File: config.mk
export PLATFORM = sky130hd
export DESIGN_NAME = ssp_port
export DESIGN_NICKNAME = d
export VERILOG_FILES = /design/src/design/ssp_pkg.sv /design/src/design/ssp_sync3.sv /design/src/design/ssp_port.sv
export VERILOG_INCLUDE_DIRS = /design/src /design/src/design
export SDC_FILE = /design/constraint.sdc
export NUM_CORES = 1
export LEC_CHECK = 0
export BUFFER_PORTS_ARGS = -buffer_cell sky130_fd_sc_hd__buf_2
export CAP_MARGIN = 20
export CORE_MARGIN = 2
export CORE_UTILIZATION = 42
export CTS_CLUSTER_DIAMETER = 60
export CTS_CLUSTER_SIZE = 30
export DETAILED_ROUTE_END_ITERATION = 16
export GPL_TIMING_DRIVEN = 1
export PLACE_DENSITY = 0.65
export REMOVE_ABC_BUFFERS = 1
export SLEW_MARGIN = 5
export SYNTH_ARGS = -nofsm -noshare
export SYNTH_HDL_FRONTEND = slang
export SYNTH_SLANG_ARGS = --single-unit
File: constraint.sdc
create_clock -name CLK -period 3.5 [get_ports CLK]
set_clock_uncertainty 0.2 [all_clocks]
set_input_delay 0.7 -clock CLK [delete_from_list [all_inputs] [get_ports CLK]]
set_output_delay 0.7 -clock CLK [all_outputs]
set_load 0.03 [all_outputs]
File: src/design/ssp_map.svh
// Register map, field positions, reset values and timing constants of the serial port
// Contract
// - Phase bit picks first or second sampling edge
// - Polarity bit sets serial clock idle level
// - Master and slave share phase and polarity
// - Master samples input one clock before sampling edge, same clock when div is 0
// - Master clock is system clock over 2(div+1)
// - Divider ignored in slave mode
// - Busy flag high during any transfer
// - Master enable selects master or slave role
// - Slave-selected bit follows deglitched select low
// - Raw select bit shows undeglitched pin level
// - Shift-empty flag slave only, master reads one
// - Receive-empty flag slave only, master reads one
// - Transfer end sets done flag, software clears
// - Data write during transfer sets collision flag
// - Select low in multi-master master sets fault
// - Slave byte into full buffer sets overrun
// - Select mode field: unused, input, or output
// - Transmit-empty clears on write, sets on load
// - Data write loads buffer, read returns receive
// - Mode fault clears master and port enable
// - Colliding data write is discarded
// - Select falling edge resets slave edge counter in select-input mode
// - Bytes travel most significant bit first
`ifndef SSP_MAP_SVH
`define SSP_MAP_SVH
// ---------------------------------------------------------------
// Offsets
// ---------------------------------------------------------------
`define SSP_ADDR_DATA 8'h9B
`define SSP_ADDR_DIV 8'h9D
`define SSP_ADDR_CTRL 8'hF8
`define SSP_ADDR_CFG 8'h9A
// ---------------------------------------------------------------
// Configuration fields
// ---------------------------------------------------------------
`define SSP_CFG_BUSY 7
`define SSP_CFG_MASTER_ENABLE 6
`define SSP_CFG_PHASE 5
`define SSP_CFG_POL 4
`define SSP_CFG_SLAVE_SELECTED 3
`define SSP_CFG_RAWSEL 2
`define SSP_CFG_SHIFT_REG_EMPTY 1
`define SSP_CFG_RX_BUFFER_EMPTY 0
// ---------------------------------------------------------------
// Control fields
// ---------------------------------------------------------------
`define SSP_CTL_DONE 7
`define SSP_CTL_WRITE_COLLISION_FLAG 6
`define SSP_CTL_MODE_FAULT_FLAG 5
`define SSP_CTL_OVRN 4
`define SSP_CTL_MODE_HI 3
`define SSP_CTL_MODE_LO 2
`define SSP_CTL_TX_BUFFER_EMPTY 1
`define SSP_CTL_EN 0
// ---------------------------------------------------------------
// Reset values and counts
// ---------------------------------------------------------------
`define SSP_RST_DATA 8'h00
`define SSP_RST_DIV 8'h00
`define SSP_RST_CTRL 8'h06
`define SSP_RST_CFG 8'h07
`define SSP_BITS_PER_BYTE 4'h8
`define SSP_EDGES_PER_BYTE 5'h10
`endif

File: src/design/ssp_pkg.sv
// Types shared by the serial port files
package ssp_pkg;
  typedef logic [7:0] ssp_byte_t;
  typedef enum logic [1:0] {SSP_SEL_3WIRE, SSP_SEL_INPUT, SSP_SEL_OUT_LO, SSP_SEL_OUT_HI}
    ssp_sel_mode_t;
  typedef enum logic [1:0] {SSP_IDLE, SSP_HALF_A, SSP_HALF_B} ssp_state_t;
endpackage : ssp_pkg

File: src/design/ssp_sync3.sv
// Three-stage input synchroniser with agreement filter
`timescale 1ns/1ps
module ssp_sync3 (
  input wire logic CLK,
  input wire logic ARST_N,
  input wire logic RST_VAL,
  input wire logic PIN,
  output logic LEVEL
);
  logic s1;
  logic s2;
  logic s3;
  // Change is taken once second and third stages agree
  always_ff @(posedge CLK or negedge ARST_N) begin
    if (!ARST_N) begin
      s1 <= 1'b0;
      s2 <= 1'b0;
      s3 <= 1'b0;
      LEVEL <= 1'b0;
    end else begin
      s1 <= PIN;
      s2 <= s1;
      s3 <= s2;
      if (s2 == s3) begin
        LEVEL <= s3;
      end
    end
  end
  wire unused_rst_val = RST_VAL;
endmodule : ssp_sync3

File: src/design/ssp_port.sv
// Byte-wide synchronous serial port, master or slave, with its four registers
`timescale 1ns/1ps
`include "ssp_map.svh"
module ssp_port (
  input wire logic CLK,
  input wire logic ARST_N,
  input wire logic [7:0] ADDR,
  input wire logic WR,
  input wire logic RD,
  input wire ssp_pkg::ssp_byte_t WDATA,
  output ssp_pkg::ssp_byte_t RDATA,
  output logic IRQ,
  output logic SCK_O,
  output logic SCK_OE_N,
  input wire logic SCK_I,
  output logic MOSI_O,
  output logic MOSI_OE_N,
  input wire logic MOSI_I,
  output logic MISO_O,
  output logic MISO_OE_N,
  input wire logic MISO_I,
  output logic NSS_O,
  output logic NSS_OE_N,
  input wire logic NSS_I
);
  import ssp_pkg::*;

  // ---------------------------------------------------------------
  // Register state
  // ---------------------------------------------------------------
  ssp_byte_t div;
  ssp_byte_t tx_buf;
  ssp_byte_t rx_buf;
  ssp_byte_t shreg;
  logic master_enable, phase, pol, en;
  logic [1:0] sel_mode;
  logic done_f, write_collision_flag_f, mode_fault_flag_f, ovrn_f;
  logic tx_empty, rx_unread, sh_loaded;
  ssp_state_t state;
  ssp_byte_t cnt;
  logic [3:0] bits;
  logic [4:0] sedges;
  logic in_bit;
  logic sck_s, nss_s, mosi_s, sck_prev, nss_prev;
  logic nss_act;
  logic sck_r;

  ssp_sync3 u_sck (.CLK(CLK), .ARST_N(ARST_N), .RST_VAL(1'b0), .PIN(SCK_I), .LEVEL(sck_s));
  // Select is synchronised inverted so the flops reset to its idle (high) level
  ssp_sync3 u_nss (.CLK(CLK), .ARST_N(ARST_N), .RST_VAL(1'b1), .PIN(!NSS_I),
    .LEVEL(nss_act));
  assign nss_s = !nss_act;
  ssp_sync3 u_mosi (.CLK(CLK), .ARST_N(ARST_N), .RST_VAL(1'b0), .PIN(MOSI_I),
    .LEVEL(mosi_s));

  // ---------------------------------------------------------------
  // Decode
  // ---------------------------------------------------------------
  wire wr_data = WR && (ADDR == `SSP_ADDR_DATA);
  wire wr_div = WR && (ADDR == `SSP_ADDR_DIV);
  wire wr_ctl = WR && (ADDR == `SSP_ADDR_CTRL);
  wire wr_cfg = WR && (ADDR == `SSP_ADDR_CFG);
  wire rd_data = RD && (ADDR == `SSP_ADDR_DATA);
  wire sel_input = (sel_mode == 2'b01);
  wire master = master_enable && en;
  wire nss_low = !nss_s;
  wire nss_fall = nss_prev && !nss_s;
  wire mode_fault_flag_evt = en && master_enable && sel_input && nss_low;
  // Slave is selected in select-input mode only when the line is low; 3-wire and output modes always
  wire slave_act = en && !master_enable && (!sel_input || nss_low);
  wire sck_edge = slave_act && (sck_s != sck_prev);
  // Leading edge leaves idle level; phase picks which edge samples
  wire lead_edge = sck_edge && (sck_s != pol);
  wire slave_sample = sck_edge && (lead_edge ^ phase);
  wire slave_shift = sck_edge && !(lead_edge ^ phase);
  wire busy = (state != SSP_IDLE) || (sedges != 5'h00);
  wire tick = (cnt == div);
  wire last_edge_s = sck_edge && (sedges == `SSP_EDGES_PER_BYTE - 5'h01);
  wire m_start = master && (state == SSP_IDLE) && !tx_empty;
  wire s_load = slave_act && !sh_loaded && !tx_empty && (sedges == 5'h00);
  wire collide = wr_data && (busy || !tx_empty);
  wire m_end = (state == SSP_HALF_B) && tick && (bits == `SSP_BITS_PER_BYTE - 4'h1);
  wire s_end = last_edge_s;
  wire xfer_end = m_end || s_end;
  wire ovrn_evt = s_end && rx_unread;
  // One clock before the sampling edge (on that clock when div is 0) the master samples input
  wire m_sample_pt = (cnt == div - 8'h01) || (div == 8'h00);
  wire m_samp_half = phase ? (state == SSP_HALF_B) : (state == SSP_HALF_A);
  wire m_sample = master && m_samp_half && m_sample_pt;
  wire shift_reg_empty = master ? 1'b1 : !(sh_loaded || busy);
  wire rx_buffer_empty = master ? 1'b1 : !rx_unread;
  wire [7:0] cfg_rd = {busy, master_enable, phase, pol, nss_low, NSS_I, shift_reg_empty, rx_buffer_empty};
  wire [7:0] ctl_rd = {done_f, write_collision_flag_f, mode_fault_flag_f, ovrn_f, sel_mode, tx_empty, en};
  wire [7:0] next_rdata = (ADDR == `SSP_ADDR_DATA) ? rx_buf :
                          (ADDR == `SSP_ADDR_DIV) ? div :
                          (ADDR == `SSP_ADDR_CTRL) ? ctl_rd :
                          (ADDR == `SSP_ADDR_CFG) ? cfg_rd : 8'h00;

  // ---------------------------------------------------------------
  // Configuration and control
  // ---------------------------------------------------------------
  always_ff @(posedge CLK or negedge ARST_N) begin
    if (!ARST_N) begin
      div <= `SSP_RST_DIV;
      {master_enable, phase, pol} <= 3'h0;
      sel_mode <= 2'b01;
      en <= 1'b0;
    end else begin
      if (wr_div) div <= WDATA;
      if (wr_cfg) begin
        master_enable <= WDATA[`SSP_CFG_MASTER_ENABLE];
        phase <= WDATA[`SSP_CFG_PHASE];
        pol <= WDATA[`SSP_CFG_POL];
      end
      if (wr_ctl) begin
        sel_mode <= WDATA[`SSP_CTL_MODE_HI:`SSP_CTL_MODE_LO];
        en <= WDATA[`SSP_CTL_EN];
      end
      if (mode_fault_flag_evt) begin
        master_enable <= 1'b0;
        en <= 1'b0;
      end
    end
  end

  // ---------------------------------------------------------------
  // Sticky flags, hardware set wins over software clear
  // ---------------------------------------------------------------
  always_ff @(posedge CLK or negedge ARST_N) begin
    if (!ARST_N) begin
      {done_f, write_collision_flag_f, mode_fault_flag_f, ovrn_f} <= 4'h0;
    end else begin
      done_f <= xfer_end || (done_f && !(wr_ctl && !WDATA[`SSP_CTL_DONE]));
      write_collision_flag_f <= collide || (write_collision_flag_f && !(wr_ctl && !WDATA[`SSP_CTL_WRITE_COLLISION_FLAG]));
      mode_fault_flag_f <= mode_fault_flag_evt || (mode_fault_flag_f && !(wr_ctl && !WDATA[`SSP_CTL_MODE_FAULT_FLAG]));
      ovrn_f <= ovrn_evt || (ovrn_f && !(wr_ctl && !WDATA[`SSP_CTL_OVRN]));
    end
  end

  // ---------------------------------------------------------------
  // Buffers
  // ---------------------------------------------------------------
  always_ff @(posedge CLK or negedge ARST_N) begin
    if (!ARST_N) begin
      tx_buf <= `SSP_RST_DATA;
      tx_empty <= 1'b1;
      rx_buf <= `SSP_RST_DATA;
      rx_unread <= 1'b0;
    end else begin
      if (wr_data && !collide) begin
        tx_buf <= WDATA;
        tx_empty <= 1'b0;
      end else if (m_start || s_load) begin
        tx_empty <= 1'b1;
      end
      if (xfer_end && !ovrn_evt) begin
        // Last bit shifts on this same edge, so take it from its source
        rx_buf <= {shreg[6:0], (s_end && phase) ? mosi_s : in_bit};
        rx_unread <= !master;
      end else if (rd_data) begin
        rx_unread <= 1'b0;
      end
    end
  end

  // ---------------------------------------------------------------
  // Master clock engine
  // ---------------------------------------------------------------
  always_ff @(posedge CLK or negedge ARST_N) begin
    if (!ARST_N) begin
      state <= SSP_IDLE;
      cnt <= 8'h00;
      bits <= 4'h0;
      sck_r <= 1'b0;
    end else begin
      unique case (state)
        SSP_IDLE: begin
          cnt <= 8'h00;
          bits <= 4'h0;
          sck_r <= pol;
          if (m_start) state <= SSP_HALF_A;
        end
        SSP_HALF_A: begin
          cnt <= tick ? 8'h00 : cnt + 8'h01;
          if (!master) begin
            state <= SSP_IDLE;
          end else if (tick) begin
            sck_r <= !sck_r;
            state <= SSP_HALF_B;
          end
        end
        SSP_HALF_B: begin
          cnt <= tick ? 8'h00 : cnt + 8'h01;
          if (!master) begin
            state <= SSP_IDLE;
          end else if (tick) begin
            sck_r <= !sck_r;
            bits <= bits + 4'h1;
            state <= m_end ? SSP_IDLE : SSP_HALF_A;
          end
        end
        default: state <= SSP_IDLE;
      endcase
    end
  end

  // ---------------------------------------------------------------
  // Shift register, MSB first in both directions
  // ---------------------------------------------------------------
  always_ff @(posedge CLK or negedge ARST_N) begin
    if (!ARST_N) begin
      shreg <= 8'h00;
      in_bit <= 1'b0;
      sh_loaded <= 1'b0;
      sedges <= 5'h00;
      sck_prev <= 1'b0;
      nss_prev <= 1'b1;
    end else begin
      sck_prev <= sck_s;
      nss_prev <= nss_s;
      if (m_start || s_load) begin
        shreg <= tx_buf;
        sh_loaded <= 1'b1;
      end else if (master) begin
        if (m_sample) in_bit <= MISO_I;
        // Phase 0 shifts on the half-B edge, phase 1 on the next half-A edge
        if (tick && ((state == SSP_HALF_B && !phase) || (state == SSP_HALF_A && phase &&
            bits != 4'h0))) begin
          shreg <= {shreg[6:0], in_bit};
        end
        if (m_end && phase) shreg <= {shreg[6:0], in_bit};
        if (m_end) sh_loaded <= 1'b0;
      end else begin
        if (slave_sample) in_bit <= mosi_s;
        if (slave_shift && sedges != 5'h00) shreg <= {shreg[6:0], in_bit};
        if (sck_edge) sh_loaded <= 1'b0;
        if (s_end && phase) shreg <= {shreg[6:0], mosi_s};
      end
      // Edge counter for byte boundary, cleared by select falling edge in select-input mode
      if (!en || master_enable || (sel_input && nss_fall) || s_end) begin
        sedges <= 5'h00;
      end else if (sck_edge) begin
        sedges <= sedges + 5'h01;
      end
    end
  end

  // ---------------------------------------------------------------
  // Pins and read data, all registered
  // ---------------------------------------------------------------
  always_ff @(posedge CLK or negedge ARST_N) begin
    if (!ARST_N) begin
      RDATA <= 8'h00;
      IRQ <= 1'b0;
      SCK_O <= 1'b0;
      SCK_OE_N <= 1'b1;
      MOSI_O <= 1'b0;
      MOSI_OE_N <= 1'b1;
      MISO_O <= 1'b0;
      MISO_OE_N <= 1'b1;
      NSS_O <= 1'b1;
      NSS_OE_N <= 1'b1;
    end else begin
      RDATA <= next_rdata;
      IRQ <= done_f || write_collision_flag_f || mode_fault_flag_f || ovrn_f;
      SCK_O <= master ? sck_r : pol;
      SCK_OE_N <= !master;
      MOSI_O <= shreg[7];
      MOSI_OE_N <= !master;
      MISO_O <= shreg[7];
      // 4-wire slave releases its output when not selected
      MISO_OE_N <= !slave_act;
      NSS_O <= sel_mode[0];
      NSS_OE_N <= !(en && sel_mode[1]);
    end
  end
endmodule : ssp_port

==> qor.csv, run 1 <==
stage,metric,value,unit
status,run status,completed,
timing,final hold violation count,0,
detailed_routing,Iteration-0 DRC Markers,272,
setup_path,CP startpoint kind,flop,
floorplan,DIE AREA,11830,µm²
setup_path,crit path buf inv count,0,
clocking,CTS buffer count,9,
clocking,H-tree Lvls,3,
clocking,"Clk Latency, worst-skew pair",380,ps
logic_synthesis,Yosys top cell by area,dfrtp_1,
timing,max-slew violations,0,
setup_path,crit path capture type,flop,
detailed_routing,total number of vias,3278,
timing,RSZ-0062 raised after global routing,no,
logic_synthesis,number of synthesized flops with an enable pin,0,
global_routing,total track usage,17.99,%
cells_and_area,register area,2386,µm²
worst_hold_path,HP Class,primary input to async pin,
logic_synthesis,post-synth top area share,47.77,%
clocking,post-CTS sizing,0,
global_routing,first-pass GRT wire length,16.32,mm
clocking,Clock Tree Buf Depth,2,
floorplan,core area,10790,µm²
clocking,# Post-CTS Setup Buffers,0,
cells_and_area,ant diodes,0,
logic_synthesis,synthesis-stage register bit count,95,
placement,port bufs,40,
setup_path,"Largest stage delay, worst path",570,ps
timing,final setup fails,0,
floorplan,# rows,38,
clocking,CTS tree,done,
global_routing,GRT overflow,0,
logic_synthesis,"Seq/Total Area, Yosys",51.76,%
power,leak pwr,2.422,nW
timing,Max Clock Freq,353.9,MHz
cells_and_area,number of fill cells,978,
global_routing,vias in the first global route,3218,
setup_path,largest fanout on the critical path,9,
setup_path,crit path DAT,2880,ps
logic_synthesis,top-count cell post-synth,dfrtp_1,
detailed_routing,post-DR vias/cell,5.391,
floorplan,die height,108.8,µm
floorplan,io pins,41,
timing,worst slew pin tran,941.4,ps
setup_path,crit path kind,flop to flop,
detailed_routing,WL final,9.958,mm
logic_synthesis,commonest cells in the netlist,"88 x dfrtp_1, 45 x mux2_2, 41 x nor2_1",
timing,Final min period,2826,ps
power,PwrDens,438.9,nW/µm²
logic_synthesis,syn_area_per_cell,11.03,µm²
placement,Area after DPL,4982,µm²
setup_path,Worst path top cell family by delay,simple AND/OR/NAND/NOR gates,
cells_and_area,design area,5155,µm²
clocking,CTS Root Cell,clkbuf_8,
placement,Placer Congestion,0.8631,
setup_path,Critical-path top delay cell,or4_4,
detailed_routing,TritonRoute pass-1 iters,5,
logic_synthesis,"Top FF cell, synth",dfrtp_1,
logic_synthesis,synth warn,0,
cells_and_area,nets@finish,499,
logic_synthesis,async set-reset flop share out of synthesis,100.0,%
clocking,cts hold-fix bufs,0,
global_routing,largest net degree at the start of global routing,57,
detailed_routing,DRC,0,
floorplan,die width,108.8,µm
logic_synthesis,Syn Inst Count,418,
global_routing,initial antenna violation count,0,
logic_synthesis,Mapped Area,4609,µm²
setup_path,CP cell instances,or4_4 -> o31a_1 -> or4_1 -> a311oi_1 -> a31oi_1 -> mux2_1,
clocking,clk slew on worst S/H paths,100,ps
detailed_routing,WL per Instance,16.38,µm
detailed_routing,"antenna viol nets, final",0,
setup_path,WP data required,3560,ps
timing,fin crit share,80.73,%
power,VDD IR max,191.6,µV
cells_and_area,Multi-input gate area,2076,µm²
logic_synthesis,Synth area leaders,"dfrtp_1 48%, mux2_2 11%, dfstp_2 4.0%",
placement,hpwl dp,7.520,mm
logic_synthesis,post-synth cell types,55,
timing,relative slew slack,36.44,%
job,Max Cap Viol,0,
floorplan,Starting Density,42.71,%
cells_and_area,Synth-to-Final Area Change,11.83,%
timing,setup TNS,0,ps
clocking,sinks on the clock net,95,
cells_and_area,layout cell share with drive strength beyond 1,26.07,%
-- cell families after synthesis --
logic type | after synthesis | synth area share (%)
and+or+nand+nor | 128 | 13.95
DFF | 95 | 51.76
AOI/OAI and AO/OA | 67 | 9.664
muxes | 53 | 12.76
buffers and inverters | 35 | 3.203
xor gates and xnor gates | 25 | 4.750
adders and majority gates | 15 | 3.909
-- cell type report --
| cell class | instances | share of cell area, % |
|---|---|---|
| Inverter | 20 | 1.456 |
| Sequential cell | 95 | 46.29 |
| Tap cell | 140 | 3.398 |
| Clock buffer | 10 | 2.476 |
| Clock inverter | 6 | 0.8738 |
| Multi-Input combinational cell | 288 | 40.27 |
| Timing Repair Buffer | 49 | 5.243 |
-- where the power goes --
part / switching [mW] / leakage [nW] / internal [mW]
clock network: 0.400 / 0.0846 / 0.263
logic: 0.222 / 1.09 / 0.157
registers: 0.0650 / 1.25 / 1.16
total: 0.688 / 2.42 / 1.58
-- layout by cell type (no fill, tap or decap), types with 5 or more instances in the layout --
cell,synthesis,layout
nand2b_1,6,6
xnor2_1,12,12
mux2i_1,7,7
and3_1,5,5
mux2_2,45,45
dfstp_2,7,7
ha_1,12,12
nor2b_1,5,5
buf_4,2,10
o21ai_0,18,18
inv_1,19,19
nand3_1,12,12
dfrtp_1,88,88
nand2_1,30,30
nor2_1,41,41
a222oi_1,6,6
buf_2,1,39
a21oi_1,15,15
nand3b_1,5,5
clkbuf_8,0,9
xor2_1,13,13
-- registers in the layout (all words and copies together), names as in the netlist, 2 cells and up --
name	cells
sel_mode	2
div	8
rx_buf	8
tx_buf	8
sedges	5
bits	4
shreg	8
RDATA	8
state	2
cnt	8
-- per-layer routing --
layer  wire (µm)  global-route usage [%]  up-vias
li1            -                       -     1574
met1        4736                   25.04     1603
met2        4565                   27.59       79
met3         396                   2.809       22
met4         259                   8.516        0
met5           0                       0        -
-- through the flow --
step | utilization [%] | total power [mW] | hold WS, ps | setup WS [ps] | instances
6_report | 47.76 | 2.263 | 151.6 | 674.3 | 608
5_1_grt | 47.76 | 2.389 | 163.4 | 532.3 | 608
4_1_cts | 47.76 | 2.283 | 155.9 | 676.4 | 608
3_5_place_dp | 46.16 | 1.618 | 134.7 | 711.2 | 592
3_3_place_gp | 46.16 | 1.609 | 133.1 | 753.9 | 592
2_1_floorplan | - | 1.483 | 131.2 | 589.8 | 403
-- path summary, 6_finish.rpt --
path / endpoint / slack, ps / start / depth (start not counted)
setup / recovery: in_bit / 670 / div[3] / 6
hold / removal: mode_fault_flag_f / 150 / ARST_N / 1
setup reg to reg: in_bit / 670 / div[3] / 6
hold reg to reg: u_sck.s2 / 150 / u_sck.s1 / 0
max in group asynchronous: nss_prev / 2140 / ARST_N / 2
min in group CLK: u_sck.s2 / 150 / u_sck.s1 / 0
No activity file was read; power rests on OpenSTA's default activity.
==> run 2, diff against run 1 <==
==> constraint.sdc (replaced) <==
create_clock -name CLK -period 2.9 [get_ports CLK]
set_clock_uncertainty 0.2 [all_clocks]
set_input_delay 0.58 -clock CLK [delete_from_list [all_inputs] [get_ports CLK]]
set_output_delay 0.58 -clock CLK [all_outputs]
set_load 0.03 [all_outputs]
==> run 2 against run 1 <==
Against the previous run: worst setup slack got worse by 590 ps; cell area grew 3.2%; combinational power rose by 35%; sequential power up 20%; largest power group unchanged.
==> qor.csv, run 2 (synthesized netlist as in run 1, its figures left out) <==
stage,metric,value,unit,change
timing,Max Clock Freq,355.6,MHz,was 353.9 MHz
power,Clock power frac,29.9,%,was 29.3%
placement,Placer Congestion,0.8693,,was 0.8631
power,Pwr Total,2.810,mW,was 2.263 mW
placement,port bufs,40,,unchanged
cells_and_area,most frequent cells in the layout,"88 x dfrtp_1, 45 x mux2_2, 41 x nor2_1, 40 x buf_2, 30 x nand2_1",,"was 88 x dfrtp_1, 45 x mux2_2, 41 x nor2_1, 39 x buf_2, 30 x nand2_1"
clocking,CTS Root Cell,clkbuf_8,,unchanged
setup_path,crit path kind,flop to flop,,unchanged
placement,Area after DPL,5092,µm²,was 4982 µm²
timing,final setup fails,0,,unchanged
clocking,clk slew on worst S/H paths,100,ps,about the same
floorplan,core area,10790,µm²,unchanged
clocking,Clock Tree Buf Depth,2,,unchanged
floorplan,die height,108.8,µm,unchanged
global_routing,initial antenna violation count,0,,unchanged
timing,final hold violation count,0,,unchanged
cells_and_area,nets@finish,515,,was 499
worst_hold_path,HP Class,primary input to flop,,was primary input to async pin
setup_path,Critical-path top delay cell,or4b_1,,was or4_4
setup_path,largest fanout on the critical path,7,,was 9
clocking,CTS tree,done,,unchanged
status,run status,completed,,unchanged
timing,Final min period,2812,ps,was 2826 ps
setup_path,crit path buf inv count,2,,was 0
floorplan,# rows,38,,unchanged
clocking,sinks on the clock net,95,,unchanged
global_routing,largest net degree at the start of global routing,53,,was 57
timing,relative slew slack,35.44,%,was 36.44%
timing,worst slew pin tran,956.2,ps,was 941.4 ps
global_routing,GRT overflow,0,,unchanged
setup_path,WP data required,2970,ps,was 3560 ps
power,Seq pwr share,52.0,%,was 53.9%
floorplan,Starting Density,42.71,%,unchanged
power,leak pwr,2.543,nW,was 2.422 nW
power,switching pwr,852.5,µW,was 687.6 µW
setup_path,Reg2Reg Setup Slack,90,ps,was 670 ps
setup_path,"Largest stage delay, worst path",480,ps,was 570 ps
cells_and_area,Synth-to-Final Area Change,15.42,%,was 11.83%
setup_path,CP cell instances,inv_1 -> ha_1 -> or4b_1 -> or3_4 -> o21ai_2 -> buf_6 -> mux2_2 -> mux2_2,,was or4_4 -> o31a_1 -> or4_1 -> a311oi_1 -> a31oi_1 -> mux2_1
detailed_routing,TritonRoute pass-1 iters,6,,was 5
setup_path,crit path capture type,flop,,unchanged
cells_and_area,design area,5320,µm²,was 5155 µm²
floorplan,io pins,41,,unchanged
detailed_routing,post-DR vias/cell,5.370,,was 5.391
clocking,H-tree Lvls,3,,unchanged
cells_and_area,ant diodes,0,,unchanged
setup_path,crit-path most repeated cell,mux2_2,,
clocking,"Clk Latency, worst-skew pair",380,ps,about the same
setup_path,CP startpoint kind,flop,,unchanged
power,PwrDens,528.2,nW/µm²,was 438.9 nW/µm²
placement,hpwl dp,7.781,mm,was 7.520 mm
global_routing,vias in the first global route,3212,,was 3218
setup_path,crit path DAT,2890,ps,was 2880 ps
detailed_routing,"antenna viol nets, final",0,,unchanged
power,switching portion of total power,30.34,%,was 30.39%
detailed_routing,WL per Instance,16.88,µm,was 16.38 µm
floorplan,die width,108.8,µm,unchanged
cells_and_area,"leading cell type in the layout, fill and taps excluded",dfrtp_1,,unchanged
clocking,CTS buffer count,9,,unchanged
timing,worst hold slack,107.1,ps,was 151.6 ps
floorplan,DIE AREA,11830,µm²,unchanged
setup_path,Worst path top cell family by delay,simple AND/OR/NAND/NOR gates,,unchanged
cells_and_area,layout cell share with drive strength beyond 1,28.72,%,was 26.07%
power,Logic pwr share,18.1,%,was 16.7%
detailed_routing,WL final,10.53,mm,was 9.958 mm
power,VDD IR max,217.7,µV,was 191.6 µV
timing,fin crit share,96.98,%,was 80.73%
detailed_routing,DRC,0,,unchanged
power,internal power,1.958,mW,was 1.575 mW
global_routing,total track usage,18.75,%,was 17.99%
global_routing,first-pass GRT wire length,16.80,mm,was 16.32 mm
timing,max-slew violations,0,,unchanged
job,Max Cap Viol,0,,unchanged
cells_and_area,number of fill cells,965,,was 978
detailed_routing,Iteration-0 DRC Markers,278,,was 272
detailed_routing,total number of vias,3351,,was 3278
## run 2: changes by cell type in the layout (fill, tap and decap cells not counted), sizes merged
cell	delta
clkbuf	+1
inv	+1
buf	+15
dlygate4sd3	+1
clkinvlp	-1
clkinv	-1
## run 2: worst paths after layout
kind / start / endpoint / cells after the start
max in group asynchronous: ARST_N / sel_mode[0] / 3
min in group asynchronous: ARST_N / rx_buf[3] / 2
setup / recovery: sedges[0] / shreg[4] / 8
hold reg to reg: u_nss.s1 / u_nss.s2 / 0
setup reg to reg: sedges[0] / shreg[4] / 8
hold / removal: MOSI_I / u_mosi.s1 / 1
## run 2: power by group through the flow
stage	Clock (mW)	Sequential, mW	Combinational [mW]
after floorplan	0	1.47	0.316
after global placement	0	1.48	0.484
after detailed placement	0	1.49	0.498
after CTS	0.862	1.46	0.502
after global routing	0.911	1.47	0.574
final	0.840	1.46	0.510
## run 2: layout make-up
class	instances	area (µm²)	area share, %
clock inverter	5	41.29	0.7761
tap	140	175.2	3.293
inverter	20	75.07	1.411
timing repair buffer	65	406.6	7.643
clock buffer	11	141.4	2.658
sequential	95	2386	44.85
multi-input combinational	288	2095	39.37
## run 2: routing by layer
| metal | GRT usage (%) | up-vias | wire [µm] |
|---|---|---|---|
| met5 | 0 | - | 0 |
| met1 | 25.43 | 1652 | 4819 |
| met4 | 6.502 | 0 | 196 |
| li1 | - | 1597 | - |
| met3 | 3.527 | 18 | 520 |
| met2 | 30.18 | 84 | 4997 |
## run 2: through the flow
step / worst slack [ps] / utilization, % / std cells / TNS, ps
floorplan: -10.17 / - / 403 / -71.20
global placement: 194.3 / 47.18 / 605 / 0
detailed placement: 133.3 / 47.18 / 605 / 0
CTS: 104.3 / 48.97 / 622 / 0
global route: -44.93 / 49.29 / 624 / -157.0
finish: 87.57 / 49.29 / 624 / 0
## run 2: what timing repair did
| action | CTS | global route |
|---|---|---|
| hold endpoints to repair | 21 | 0 |
| setup endpoints to repair | 0 | 8 |
| hold buffers | 1 | 0 |
| gates resized for setup | 0 | 4 |
| setup buffers | 0 | 1 |
